## config.mk

```make
export PLATFORM = sky130hd
export DESIGN_NAME = tat_tuning_regs
export DESIGN_NICKNAME = d
export VERILOG_FILES = /design/src/common/tat_pkg.sv /design/src/common/tat_duty_if.sv /design/src/rtl/tat_duty_decode.sv /design/src/rtl/tat_tuning_regs.sv
export SDC_FILE = /design/constraint.sdc
export NUM_CORES = 1
export LEC_CHECK = 0
export BUFFER_PORTS_ARGS = -buffer_cell sky130_fd_sc_hd__buf_2
export CAP_MARGIN = 40
export CELL_PAD_IN_SITES_DETAIL_PLACEMENT = 1
export CELL_PAD_IN_SITES_GLOBAL_PLACEMENT = 2
export CORE_MARGIN = 2
export CORE_UTILIZATION = 32
export CTS_BUF_LIST = sky130_fd_sc_hd__clkbuf_8 sky130_fd_sc_hd__clkbuf_16
export DETAILED_ROUTE_END_ITERATION = 10
export PLACE_DENSITY = 0.85
export SLEW_MARGIN = 20
export SYNTH_ARGS = -nofsm -noshare
export SYNTH_HDL_FRONTEND = slang
export SYNTH_SLANG_ARGS = --single-unit
```

## constraint.sdc

```tcl
create_clock -name i_clock -period 2.9 [get_ports i_clock]
set_clock_uncertainty 0.05 [all_clocks]
set_input_delay 0.29 -clock i_clock [delete_from_list [all_inputs] [get_ports i_clock]]
set_output_delay 0.29 -clock i_clock [all_outputs]
set_load 0.02 [all_outputs]
```

## src/common/tat_pkg.sv

```systemverilog
`default_nettype none
package tat_pkg;
   // register bus geometry
   localparam int TAT_ADDR_W = 8;
   localparam int TAT_DATA_W = 32;

   // register offsets and reset values
   localparam logic [7:0]  TAT_OFS_PROFILE   = 8'h98;
   localparam logic [7:0]  TAT_OFS_TUNING    = 8'h9a;
   localparam logic [31:0] TAT_RST_PROFILE   = 32'h0000_0000;
   localparam logic [31:0] TAT_RST_TUNING    = 32'h0000_0000;
   localparam logic [31:0] TAT_RDATA_UNMAPPED = 32'h0000_0000;

   // profile register field layout
   localparam int TAT_NUM_STEPS   = 5;
   localparam int TAT_STEP_W      = 3;
   localparam int TAT_STEP3_LSB   = 19;
   localparam int TAT_STEP4_LSB   = 16;
   localparam int TAT_STEP5_LSB   = 13;
   localparam int TAT_STEP6_LSB   = 10;
   localparam int TAT_STEP7_LSB   = 7;
   localparam int TAT_LEAD_LSB    = 5;
   localparam int TAT_LEAD_W      = 2;
   localparam int TAT_PARITY_BIT  = 31;

   // tuning register field layout
   localparam int TAT_HANDOFF_LSB = 22;
   localparam int TAT_NEG_LSB     = 16;
   localparam int TAT_HYST_BIT    = 15;
   localparam int TAT_BEMF_LSB    = 10;
   localparam int TAT_BEMF_W      = 5;
   localparam int TAT_CYC_LSB     = 7;
   localparam int TAT_ZC_LSB      = 2;
   localparam int TAT_DIV_LSB     = 0;

   // duty ladder in hundredths of a percent
   localparam int TAT_DUTY_W = 14;
   localparam logic [13:0] TAT_DUTY_LADDER [8] = '{
      14'h0000, 14'h1388, 14'h1d4c, 14'h20b7,
      14'h222e, 14'h249f, 14'h2616, 14'h26ac};

   // advance angle in degrees per code step
   localparam logic [4:0] TAT_LEAD_STEP = 5'h05;
   // open-loop transfer cycles
   localparam logic [4:0] TAT_HANDOFF [4] = '{5'h03, 5'h06, 5'h0c, 5'h18};
   // surge guard limits, signed counts
   localparam logic signed [7:0] TAT_NEG_LIMIT [8] = '{
      8'sh00, 8'shd8, 8'she2, 8'shec, 8'shf6, 8'sh0a, 8'sh14, 8'sh1e};
   localparam logic signed [7:0] TAT_HYST [2] = '{8'sh14, 8'sh0a};
   // back-emf threshold step
   localparam logic [12:0] TAT_BEMF_STEP = 13'h00c8;
   // speed-detect cycle threshold base and step
   localparam logic [4:0] TAT_CYC_BASE = 5'h02;
   localparam logic [4:0] TAT_CYC_STEP = 5'h03;
   // open-loop crossing angle in degrees
   localparam logic [4:0] TAT_ZC_ANGLE [4] = '{5'h05, 5'h08, 5'h0c, 5'h0f};
   // quick launch divider base
   localparam logic [3:0] TAT_DIV_BASE = 4'h1;
endpackage
`default_nettype wire

```

## src/common/tat_duty_if.sv

```systemverilog
`timescale 1ns/10ps
`default_nettype none
interface tat_duty_if;
   import tat_pkg::*;
   logic [TAT_STEP_W-1:0] code;  // step duty code
   logic [TAT_DUTY_W-1:0] duty;  // decoded duty
   modport src (output code, input duty);
   modport dec (input code, output duty);
endinterface
`default_nettype wire

```

## src/rtl/tat_duty_decode.sv

```systemverilog
`timescale 1ns/10ps
`default_nettype none
module tat_duty_decode
   import tat_pkg::*;
(
   tat_duty_if.dec bus  // code in, duty out
);
   // eight-entry ladder lookup
   assign bus.duty = TAT_DUTY_LADDER[bus.code];
endmodule
`default_nettype wire

```

## src/rtl/tat_tuning_regs.sv

```systemverilog
// Operation
// steps 3, 5, 6 and 7 decode their 3-bit codes to duties 0, 50, 75, 83.75, 87.5, 93.75, 97.5, 99 percent.
// step 4 at bits 18-16 decodes with the same eight-entry duty ladder.
// the 2-bit advance field at bits 6-5 gives 0, 5, 10 or 15 degrees of commutation advance.
// the tuning register lives at 9Ah, resets to zero and every bit is read/write.
// the transfer field at bits 23-22 gives 3, 6, 12 or 24 open-loop transfer cycles.
// the negative surge limit field at bits 18-16 maps to 0, -40, -30, -20, -10, 10, 20, 30.
// the hysteresis bit 15 selects 20 or 10, and the positive limit is hysteresis plus negative limit.
// the back-emf threshold is 200 times the 5-bit code at bits 14-10.
// the speed-detect cycle threshold at bits 9-7 is 2, 5, 8 ... 23 cycles.
// open-loop crossing detection starts above 5, 8, 12 or 15 degrees from bits 3-2.
// the quick launch rate divider at bits 1-0 is 1, 2, 4 or 8.
// the duty profile register lives at 98h, resets to zero and bit 31 is a parity bit.
// software keeps reserved fields at zero and the decoders never look at them.
//
// Strobed register access is this design's own decision.
`timescale 1ns/10ps
`default_nettype none
module tat_tuning_regs
   import tat_pkg::*;
#(
   parameter int ADDR_W = TAT_ADDR_W,
   parameter int DATA_W = TAT_DATA_W
)(
   input  wire logic                    i_clock,          // 20 MHz clock
   input  wire logic                    i_rst_n,          // sync reset, low
   input  wire logic [ADDR_W-1:0]       i_addr,           // register address
   input  wire logic [DATA_W-1:0]       i_wdata,          // write data
   input  wire logic                    i_wr,             // write strobe
   input  wire logic                    i_rd,             // read strobe
   output logic [DATA_W-1:0]            o_rdata,          // read data, next cycle
   output logic [TAT_NUM_STEPS-1:0][TAT_DUTY_W-1:0]
                                        o_tri_phase_duty, // steps 3..7, 0.01 %
   output logic [4:0]                   o_commutation_advance_angle, // degrees
   output logic                         o_profile_parity, // profile parity bit
   output logic [4:0]                   o_open_loop_transfer_cycles, // cycles
   output logic signed [7:0]            o_surge_guard_negative_limit, // counts
   output logic signed [7:0]            o_surge_guard_hysteresis, // counts
   output logic signed [7:0]            o_surge_guard_positive_limit, // counts
   output logic [12:0]                  o_speed_detect_backemf_threshold, // counts
   output logic [4:0]                   o_speed_detect_cycle_threshold, // cycles
   output logic [4:0]                   o_open_loop_crossing_angle, // degrees
   output logic [3:0]                   o_quick_launch_rate_divider // rate
);

   // elaboration checks
   if (ADDR_W < 8) begin : g_chk_addr
      $error("address width too small for the register offsets");
   end
   if (DATA_W != 32) begin : g_chk_data
      $error("register width must be 32");
   end

   // register storage
   logic [31:0] profile_q;
   logic [31:0] tuning_q;
   logic [31:0] rdata_q;

   // address decode
   wire hit_profile = (i_addr == ADDR_W'(TAT_OFS_PROFILE));
   wire hit_tuning  = (i_addr == ADDR_W'(TAT_OFS_TUNING));
   wire wr_profile  = i_wr & hit_profile;
   wire wr_tuning   = i_wr & hit_tuning;

   // read data selection
   wire [31:0] rdata_d = !i_rd        ? rdata_q :
                         hit_profile  ? profile_q :
                         hit_tuning   ? tuning_q :
                                        TAT_RDATA_UNMAPPED;

   // register writes, whole word, reserved bits kept as written
   always_ff @(posedge i_clock) begin
      if (!i_rst_n) begin
         profile_q <= TAT_RST_PROFILE;
         tuning_q  <= TAT_RST_TUNING;
      end else begin
         if (wr_profile) begin
            profile_q <= i_wdata;
         end
         if (wr_tuning) begin
            tuning_q <= i_wdata;
         end
      end
   end

   // read data register, held between reads
   always_ff @(posedge i_clock) begin
      if (!i_rst_n) begin
         rdata_q <= TAT_RDATA_UNMAPPED;
      end else begin
         rdata_q <= rdata_d;
      end
   end
   assign o_rdata = rdata_q;

   // step duty codes, only named fields reach the decoders
   localparam int STEP_LSB [TAT_NUM_STEPS] = '{
      TAT_STEP3_LSB, TAT_STEP4_LSB, TAT_STEP5_LSB,
      TAT_STEP6_LSB, TAT_STEP7_LSB};
   logic [TAT_NUM_STEPS-1:0][TAT_DUTY_W-1:0] duty_d;

   // one ladder decoder per step
   for (genvar s = 0; s < TAT_NUM_STEPS; s++) begin : g_step
      tat_duty_if duty_bus ();
      assign duty_bus.code = profile_q[STEP_LSB[s] +: TAT_STEP_W];
      assign duty_d[s]     = duty_bus.duty;
      tat_duty_decode u_dec (
         .bus (duty_bus.dec)
      );
   end

   // profile advance and tuning field extraction
   wire [1:0] lead_code    = profile_q[TAT_LEAD_LSB +: TAT_LEAD_W];
   wire [1:0] handoff_code = tuning_q[TAT_HANDOFF_LSB +: 2];
   wire [2:0] neg_code     = tuning_q[TAT_NEG_LSB +: 3];
   wire       hyst_code    = tuning_q[TAT_HYST_BIT];
   wire [4:0] bemf_code    = tuning_q[TAT_BEMF_LSB +: TAT_BEMF_W];
   wire [2:0] cyc_code     = tuning_q[TAT_CYC_LSB +: 3];
   wire [1:0] zc_code      = tuning_q[TAT_ZC_LSB +: 2];
   wire [1:0] div_code     = tuning_q[TAT_DIV_LSB +: 2];

   // field decoders
   wire [4:0] lead_d = 5'(TAT_LEAD_STEP * 5'(lead_code));
   wire [4:0] handoff_d = TAT_HANDOFF[handoff_code];
   wire signed [7:0] neg_d  = TAT_NEG_LIMIT[neg_code];
   wire signed [7:0] hyst_d = TAT_HYST[hyst_code];
   wire signed [7:0] pos_d  = 8'(hyst_d + neg_d);
   wire [12:0] bemf_d = 13'(TAT_BEMF_STEP * 13'(bemf_code));
   wire [4:0] cyc_d = 5'(TAT_CYC_BASE + TAT_CYC_STEP * 5'(cyc_code));
   wire [4:0] zc_d  = TAT_ZC_ANGLE[zc_code];
   wire [3:0] div_d = 4'(TAT_DIV_BASE << div_code);

   // decoded values registered toward the algorithm
   always_ff @(posedge i_clock) begin
      if (!i_rst_n) begin
         for (int s = 0; s < TAT_NUM_STEPS; s++) begin
            o_tri_phase_duty[s] <= TAT_DUTY_LADDER[0];
         end
         o_commutation_advance_angle  <= 5'h00;
         o_profile_parity             <= 1'b0;
         o_open_loop_transfer_cycles  <= TAT_HANDOFF[0];
         o_surge_guard_negative_limit <= TAT_NEG_LIMIT[0];
         o_surge_guard_hysteresis     <= TAT_HYST[0];
         o_surge_guard_positive_limit <= TAT_HYST[0];
      end else begin
         o_tri_phase_duty             <= duty_d;
         o_commutation_advance_angle  <= lead_d;
         o_profile_parity             <= profile_q[TAT_PARITY_BIT];
         o_open_loop_transfer_cycles  <= handoff_d;
         o_surge_guard_negative_limit <= neg_d;
         o_surge_guard_hysteresis     <= hyst_d;
         o_surge_guard_positive_limit <= pos_d;
      end
   end

   // speed detect and startup values
   always_ff @(posedge i_clock) begin
      if (!i_rst_n) begin
         o_speed_detect_backemf_threshold <= 13'h0000;
         o_speed_detect_cycle_threshold   <= TAT_CYC_BASE;
         o_open_loop_crossing_angle       <= TAT_ZC_ANGLE[0];
         o_quick_launch_rate_divider      <= TAT_DIV_BASE;
      end else begin
         o_speed_detect_backemf_threshold <= bemf_d;
         o_speed_detect_cycle_threshold   <= cyc_d;
         o_open_loop_crossing_angle       <= zc_d;
         o_quick_launch_rate_divider      <= div_d;
      end
   end
endmodule
`default_nettype wire

```

==> impl_metrics.py, run 1 <==
metrics = {
    "critical_path": {
        "critPathKind": "flip-flop to flip-flop",
        "worst_ep_required_time_ns": 3.24,
        "critPathMaxFanout": 5,
        "timing.rr.start": "tuning_q[14]",
        "endpoint_kind": "flip-flop",
        "cp.arrival_ns": 2.68,
        "worstReg2RegEnd": "o_speed_detect_backemf_threshold[11]",
        "startpoint_type": "flip-flop",
        "reg2reg_slack_ns": 0.56,
        "r2r_cells": 8,
    },
    "clocking": {
        "post-cts-setup-buffer-count": 0,
        "numCtsBuffers": 23,
        "cts_resized": 0,
        "insertion_delay_ns": 0.50,
        "h-tree-depth": 1,
        "clockRootBuffer": "clkbuf_16",
        "clkSlewWorstSetupHoldPaths_ns": 0.06,
        "cts_tree": "yes",
        "ctsLongestPathBuffers": 3,
        "cts.sinks": 202,
    },
    "detailed_routing": {
        "drt-pass1-iter-count": 4,
        "drt-total-wl_um": 21100,
        "drt_iter0_markers": 198,
        "wl_per_cell_um": 15.0,
        "drc_errors": 0,
        "vias": 6544,
        "antenna_left": 0,
        "viasPerCell": 4.64,
    },
    "yosys": {
        "yosys.area.top_type": "dfxtp_1",
        "ys_seq_area_share_pct": 48.9,
        "synth_area_leaders": "dfxtp_1 (49%), ha_1 (8.5%), nand3_1 (5.9%)",
        "ys.flop_type": "dfxtp_1",
        "syn_area_mm2": 0.00827,
        "synth_cells": 875,
        "synth_cell_types": 36,
        "yosysWarnings": 0,
        "synth_top_cell_area_share_pct": 48.9,
        "ys_ff_latch": 202,
        "postSynthAreaPerCell_um2": 9.45,
        "async_flop_share_pct": 0,
        "synth_edf_count": 0,
    },
    "floorplanning": {
        "core_area_mm2": 0.0253,
        "chipHeight_um": 165,
        "die-area_mm2": 0.0271,
        "num_rows": 58,
        "start_util_pct": 32.7,
        "fp.dieW_um": 165,
        "io_pins": 208,
    },
    "global_routing": {
        "grt_max_degree": 72,
        "grt_pass1_wl_um": 33700,
        "grt-ovfl-total": 0,
        "grt_pass1_vias": 6648,
        "antenna_found_initial": 0,
        "groute.usage.overall_pct": 15.3,
    },
    "pwr": {
        "powerDensity_mw_per_mm2": 568,
        "p_leak_nw": 4.99,
        "vdd_drop_max_mv": 0.404,
    },
    "cells_and_area": {
        "fillerInstances": 2951,
        "area.sequential_mm2": 0.00404,
        "layout_commonest_cell": "dfxtp_1",
        "final_cell_mix": "dfxtp_1 (202), buf_2 (195), nand3_1 (97), nand2_1 (87), o21ai_0 (75)",
        "antenna_cells": 0,
        "area_growth_pct": 26.2,
        "finalNonFillerCells": 1410,
        "drive_gt1_share_pct": 24.9,
        "multi_input_area_mm2": 0.00359,
        "final_nets": 1167,
    },
    "timing": {
        "rsz0062_at_grt": "false",
        "hold_viol": 0,
        "fin_crit_ns": 2.34,
        "slew_headroom_pct": 56.0,
        "slew_violations": 0,
        "finalCritPeriodShare_pct": 80.7,
        "setup_violations": 0,
        "finalSetupTns_ns": 0,
        "worst_pin_slew_ns": 0.659,
        "fmaxAchievable_ghz": 0.427,
    },
    "hold_path": {
        "hold_path.class": "primary input to flip-flop",
        "hold_depth": 2,
        "hold_start": "i_rst_n",
        "holdPathEnd": "o_surge_guard_positive_limit[4]",
    },
    "placed_design": {
        "port_buffers": 196,
        "place_congestion": 0.735,
        "hpwl_um": 13700,
        "placed_cells_incl_taps": 1338,
    },
    "outcome": {
        "status": "finished clean",
    },
    "flow_run": {
        "cap_violations": 0,
    },
}
-- critical path, cell delays in order (launching register included) --
cell and delay (ns):
dfxtp_1 0.40, ha_1 0.26, ha_1 0.28, ha_1 0.23, fa_1 0.41, a21o_1 0.20, a21oi_1 0.17, xnor2_1 0.08
and2_1 0.15
-- cell families (layout without fill, tap and decap cells) --
kind of cell / after synthesis / count (layout) / synth area share, %
AOI/OAI and AO/OA: 156 / 156 / 11.3
xor gates and xnor gates: 10 / 10 / 1.06
adders and majority gates: 58 / 58 / 8.96
buffers and inverters: 141 / 336 / 8.28
DFF: 202 / 202 / 48.9
muxes: 33 / 33 / 4.34
other: 1 / 11 / 0.0453
and+or+nand+nor: 274 / 274 / 17.2
-- cell usage after synthesis, types with 2 or more instances --
library cell,count
and2_1,17
and3_1,3
xor2_1,2
a21oi_1,23
and3b_1,5
nor4_4,2
mux2i_1,10
fa_1,2
o21ai_1,5
nor2_1,8
nor3b_1,5
nor2b_1,9
o21ai_0,75
clkbuf_1,36
buf_6,6
o21a_1,6
buf_4,26
nand3_1,97
buf_2,4
clkbuf_2,6
o211a_1,7
a21o_1,4
a21boi_0,34
mux2_2,23
buf_1,6
nand2b_1,39
ha_1,56
xnor2_1,8
dfxtp_1,202
inv_1,57
nand2_1,87
-- metal layers --
metal	part of all wire (%)	vias to the layer above	GRT usage (%)
met3	5.0	36	2.89
met4	1.6	0	3.72
met2	48	158	27.2
met1	45	3123	19.0
li1	-	3227	-
met5	0	-	0
-- metrics by stage --
step | instance area, um^2 | setup slack (ns) | hold slack [ns] | util [%] | total power [mW]
2_1_floorplan | 8310 | 0.704 | 0.341 | - | 2.95
3_3_place_gp | 9350 | 0.597 | 0.369 | 37.0 | 3.01
3_5_place_dp | 9350 | 0.570 | 0.367 | 37.0 | 3.01
4_1_cts | 10400 | 0.546 | 0.139 | 41.3 | 6.01
5_1_grt | 10400 | 0.415 | 0.173 | 41.3 | 6.15
6_report | 10400 | 0.560 | 0.157 | 41.3 | 5.93
-- area by class of cell --
cell class                      instances  area share, %
Multi-Input combinational cell        542           34.4
Timing Repair Buffer                  239           13.6
Clock inverter                         13           1.27
Clock buffer                           27           6.04
Inverter                               57           2.05
Tap cell                              330           3.96
Sequential cell                       202           38.8
-- flip-flops by register name, indices dropped and copies added, names as in the netlist --
register                          cells
o_surge_guard_hysteresis              2
o_rdata                              32
o_open_loop_transfer_cycles           5
o_profile_parity                      1
o_surge_guard_negative_limit          6
o_commutation_advance_angle           2
o_open_loop_crossing_angle            4
o_quick_launch_rate_divider           4
o_speed_detect_cycle_threshold        5
o_tri_phase_duty                     60
tuning_q                             32
profile_q                            32
o_speed_detect_backemf_threshold     10
o_surge_guard_positive_limit          7
-- report_power, final --
part / total, mW / internal [mW] / switching, mW
Clock: 2.94 / 1.80 / 1.14
Combinational: 0.207 / 0.0861 / 0.121
Sequential: 2.78 / 2.78 / 0.00179
Total: 5.93 / 4.66 / 1.27
-- how the worst max path moves through the flow --
stage,startpoint,to,cells after the start
2_1_floorplan,tuning_q[14],o_speed_detect_backemf_threshold[11],8
3_3_place_gp,tuning_q[14],o_speed_detect_backemf_threshold[11],8
3_5_place_dp,tuning_q[14],o_speed_detect_backemf_threshold[11],8
4_1_cts,tuning_q[14],o_speed_detect_backemf_threshold[11],8
5_1_grt,tuning_q[14],o_speed_detect_backemf_threshold[11],8
6_report,tuning_q[14],o_speed_detect_backemf_threshold[11],8
-- what timing repair did --
action | 4_1_cts | 5_1_grt
hold endpoints to repair | 61 | 0
endpoints found under the setup margin | 0 | 0
hold buffers | 32 | 0
Note: power is estimated with default switching activity, not from simulation.
==> inputs of run 2 (changes only) <==
Clock period 2.9 ns to 2.4 ns, I/O delays scaled along.
==> run 2 against run 1 <==
Against the previous run:
- sequential cell count unchanged
- via count down 1.1%
- sequential power up 21%
- core utilization up 0.16 points
- clock power up 13%
- highest routed layer unchanged
==> impl_metrics.py, run 2 (synthesized netlist as in run 1, its figures left out) <==
metrics = {
    "outcome": {
        "status": "finished clean",
    },
    "cells_and_area": {
        "final_nets": 1175,
        "drive_gt1_share_pct": 25.8,
        "area_growth_pct": 26.7,
        "largest_reg_flops": 60,
        "final_cell_mix": "dfxtp_1 (201), buf_2 (195), nand3_1 (97), nand2_1 (87), o21ai_0 (75)",
        "antenna_cells": 0,
        "top_register": "o_tri_phase_duty",
        "finalNonFillerCells": 1418,
        "layout_commonest_cell": "dfxtp_1",
        "fillerInstances": 2983,
    },
    "floorplanning": {
        "start_util_pct": 32.7,
        "io_pins": 208,
        "fp.dieW_um": 165,
        "chipHeight_um": 165,
        "core_area_mm2": 0.0253,
        "num_rows": 58,
        "die-area_mm2": 0.0271,
    },
    "timing": {
        "finalSetupTns_ns": 0,
        "worst_pin_slew_ns": 0.626,
        "fmaxAchievable_ghz": 0.437,
        "hold_viol": 0,
        "fin_crit_ns": 2.29,
        "setup_slack_ns": 0.109,
        "setup_violations": 0,
        "rsz0062_at_grt": "false",
        "finalCritPeriodShare_pct": 95.4,
        "slew_headroom_pct": 57.8,
        "whs_ns": 0.0777,
        "slew_violations": 0,
    },
    "critical_path": {
        "endpoint_kind": "flip-flop",
        "critPathKind": "flip-flop to flip-flop",
        "reg2reg_slack_ns": 0.11,
        "startpoint_type": "flip-flop",
        "cp.arrival_ns": 2.63,
        "worst_ep_required_time_ns": 2.74,
        "critPathMaxFanout": 4,
    },
    "clocking": {
        "h-tree-depth": 1,
        "cts_tree": "yes",
        "ctsLongestPathBuffers": 3,
        "insertion_delay_ns": 0.50,
        "clkSlewWorstSetupHoldPaths_ns": 0.06,
        "cts.sinks": 202,
        "clockRootBuffer": "clkbuf_16",
        "numCtsBuffers": 23,
        "post-cts-setup-buffer-count": 0,
    },
    "global_routing": {
        "grt-ovfl-total": 0,
        "antenna_found_initial": 0,
        "grt_pass1_wl_um": 32700,
        "groute.usage.overall_pct": 14.9,
        "grt_pass1_vias": 6397,
        "grt_max_degree": 62,
    },
    "detailed_routing": {
        "wl_met3_um": 1230,
        "antenna_left": 0,
        "drc_errors": 0,
        "top_layer_used": "met4",
        "wl_per_cell_um": 14.7,
        "drt_iter0_markers": 216,
        "met2_length_um": 9790,
        "drt-total-wl_um": 20800,
        "viasPerCell": 4.57,
        "vias": 6475,
        "drt-pass1-iter-count": 4,
        "wl_met1_um": 9540,
    },
    "placed_design": {
        "placed_cells_incl_taps": 1346,
        "port_buffers": 196,
        "dp_worst_setup_slack_ns": 0.131,
        "hpwl_um": 14200,
        "place_congestion": 0.728,
    },
    "hold_path": {
        "hold_path.class": "primary input to flip-flop",
    },
    "pwr": {
        "powerDensity_mw_per_mm2": 660,
        "p_leak_nw": 5.01,
        "vdd_drop_max_mv": 0.420,
    },
    "flow_run": {
        "cap_violations": 0,
    },
}
-- run 2: cell types whose count changed in the layout (fill, tap and decap cells not counted) --
cell       before  now
bufinv_16       3    0
dfxtp_2         0    1
inv_1          63   60
clkbuf_8        4    7
dfxtp_1       202  201
clkinv_2        4    7
buf_4           9   15
buf_12          2    4
-- run 2: power breakdown --
group	leakage [nW]	internal [mW]	total [mW]	switching, mW
sequential	1.63	3.36	3.36	0.00199
clock	0.377	1.95	3.31	1.36
combinational	3.01	0.109	0.254	0.145
-- run 2: path summary, 6_finish.rpt --
path / start / end / cells past startpoint
max reg2reg: tuning_q[11] / o_speed_detect_backemf_threshold[11] / 8
min: i_rst_n / o_surge_guard_positive_limit[4] / 2
min reg2reg: tuning_q[2] / o_open_loop_crossing_angle[2] / 1
max: tuning_q[11] / o_speed_detect_backemf_threshold[11] / 8
-- run 2: worst max-delay path: stages, from the launching register on --
cell     delay (ns)
dfxtp_2        0.34
ha_1           0.28
ha_1           0.29
ha_1           0.23
fa_1           0.41
a21o_1         0.20
a21oi_1        0.17
xnor2_1        0.07
and2_1         0.14
-- run 2: per-layer routing --
metal  track usage, %  vias up
li1                 -     3241
met1             18.9     3061
met2             26.0      156
met3             3.47       17
met4             2.92        0
met5                0        -
-- run 2: metrics by stage --
stage	total power, mW	utilization [%]	area [um^2]
2_1_floorplan	3.57	-	8310
3_3_place_gp	3.64	37.4	9440
3_5_place_dp	3.65	37.4	9440
4_1_cts	7.04	41.5	10500
5_1_grt	7.21	41.5	10500
6_report	6.92	41.5	10500
-- run 2: final cells by class --
class                   count  area, um^2  area share [%]
clock buffers              30         672            6.41
clock inverters            10        46.3           0.442
inverters                  57         214            2.04
multi-input cells         542        3590            34.2
flip-flops and latches    202        4050            38.6
well taps                 330         413            3.94
repair buffers            247        1500            14.3
-- run 2: repair_timing --
item | CTS | global route
gates resized for setup | 0 | 1
endpoints found under the hold margin | 64 | 0
hold buffers | 32 | 0
endpoints found under the setup margin | 0 | 1
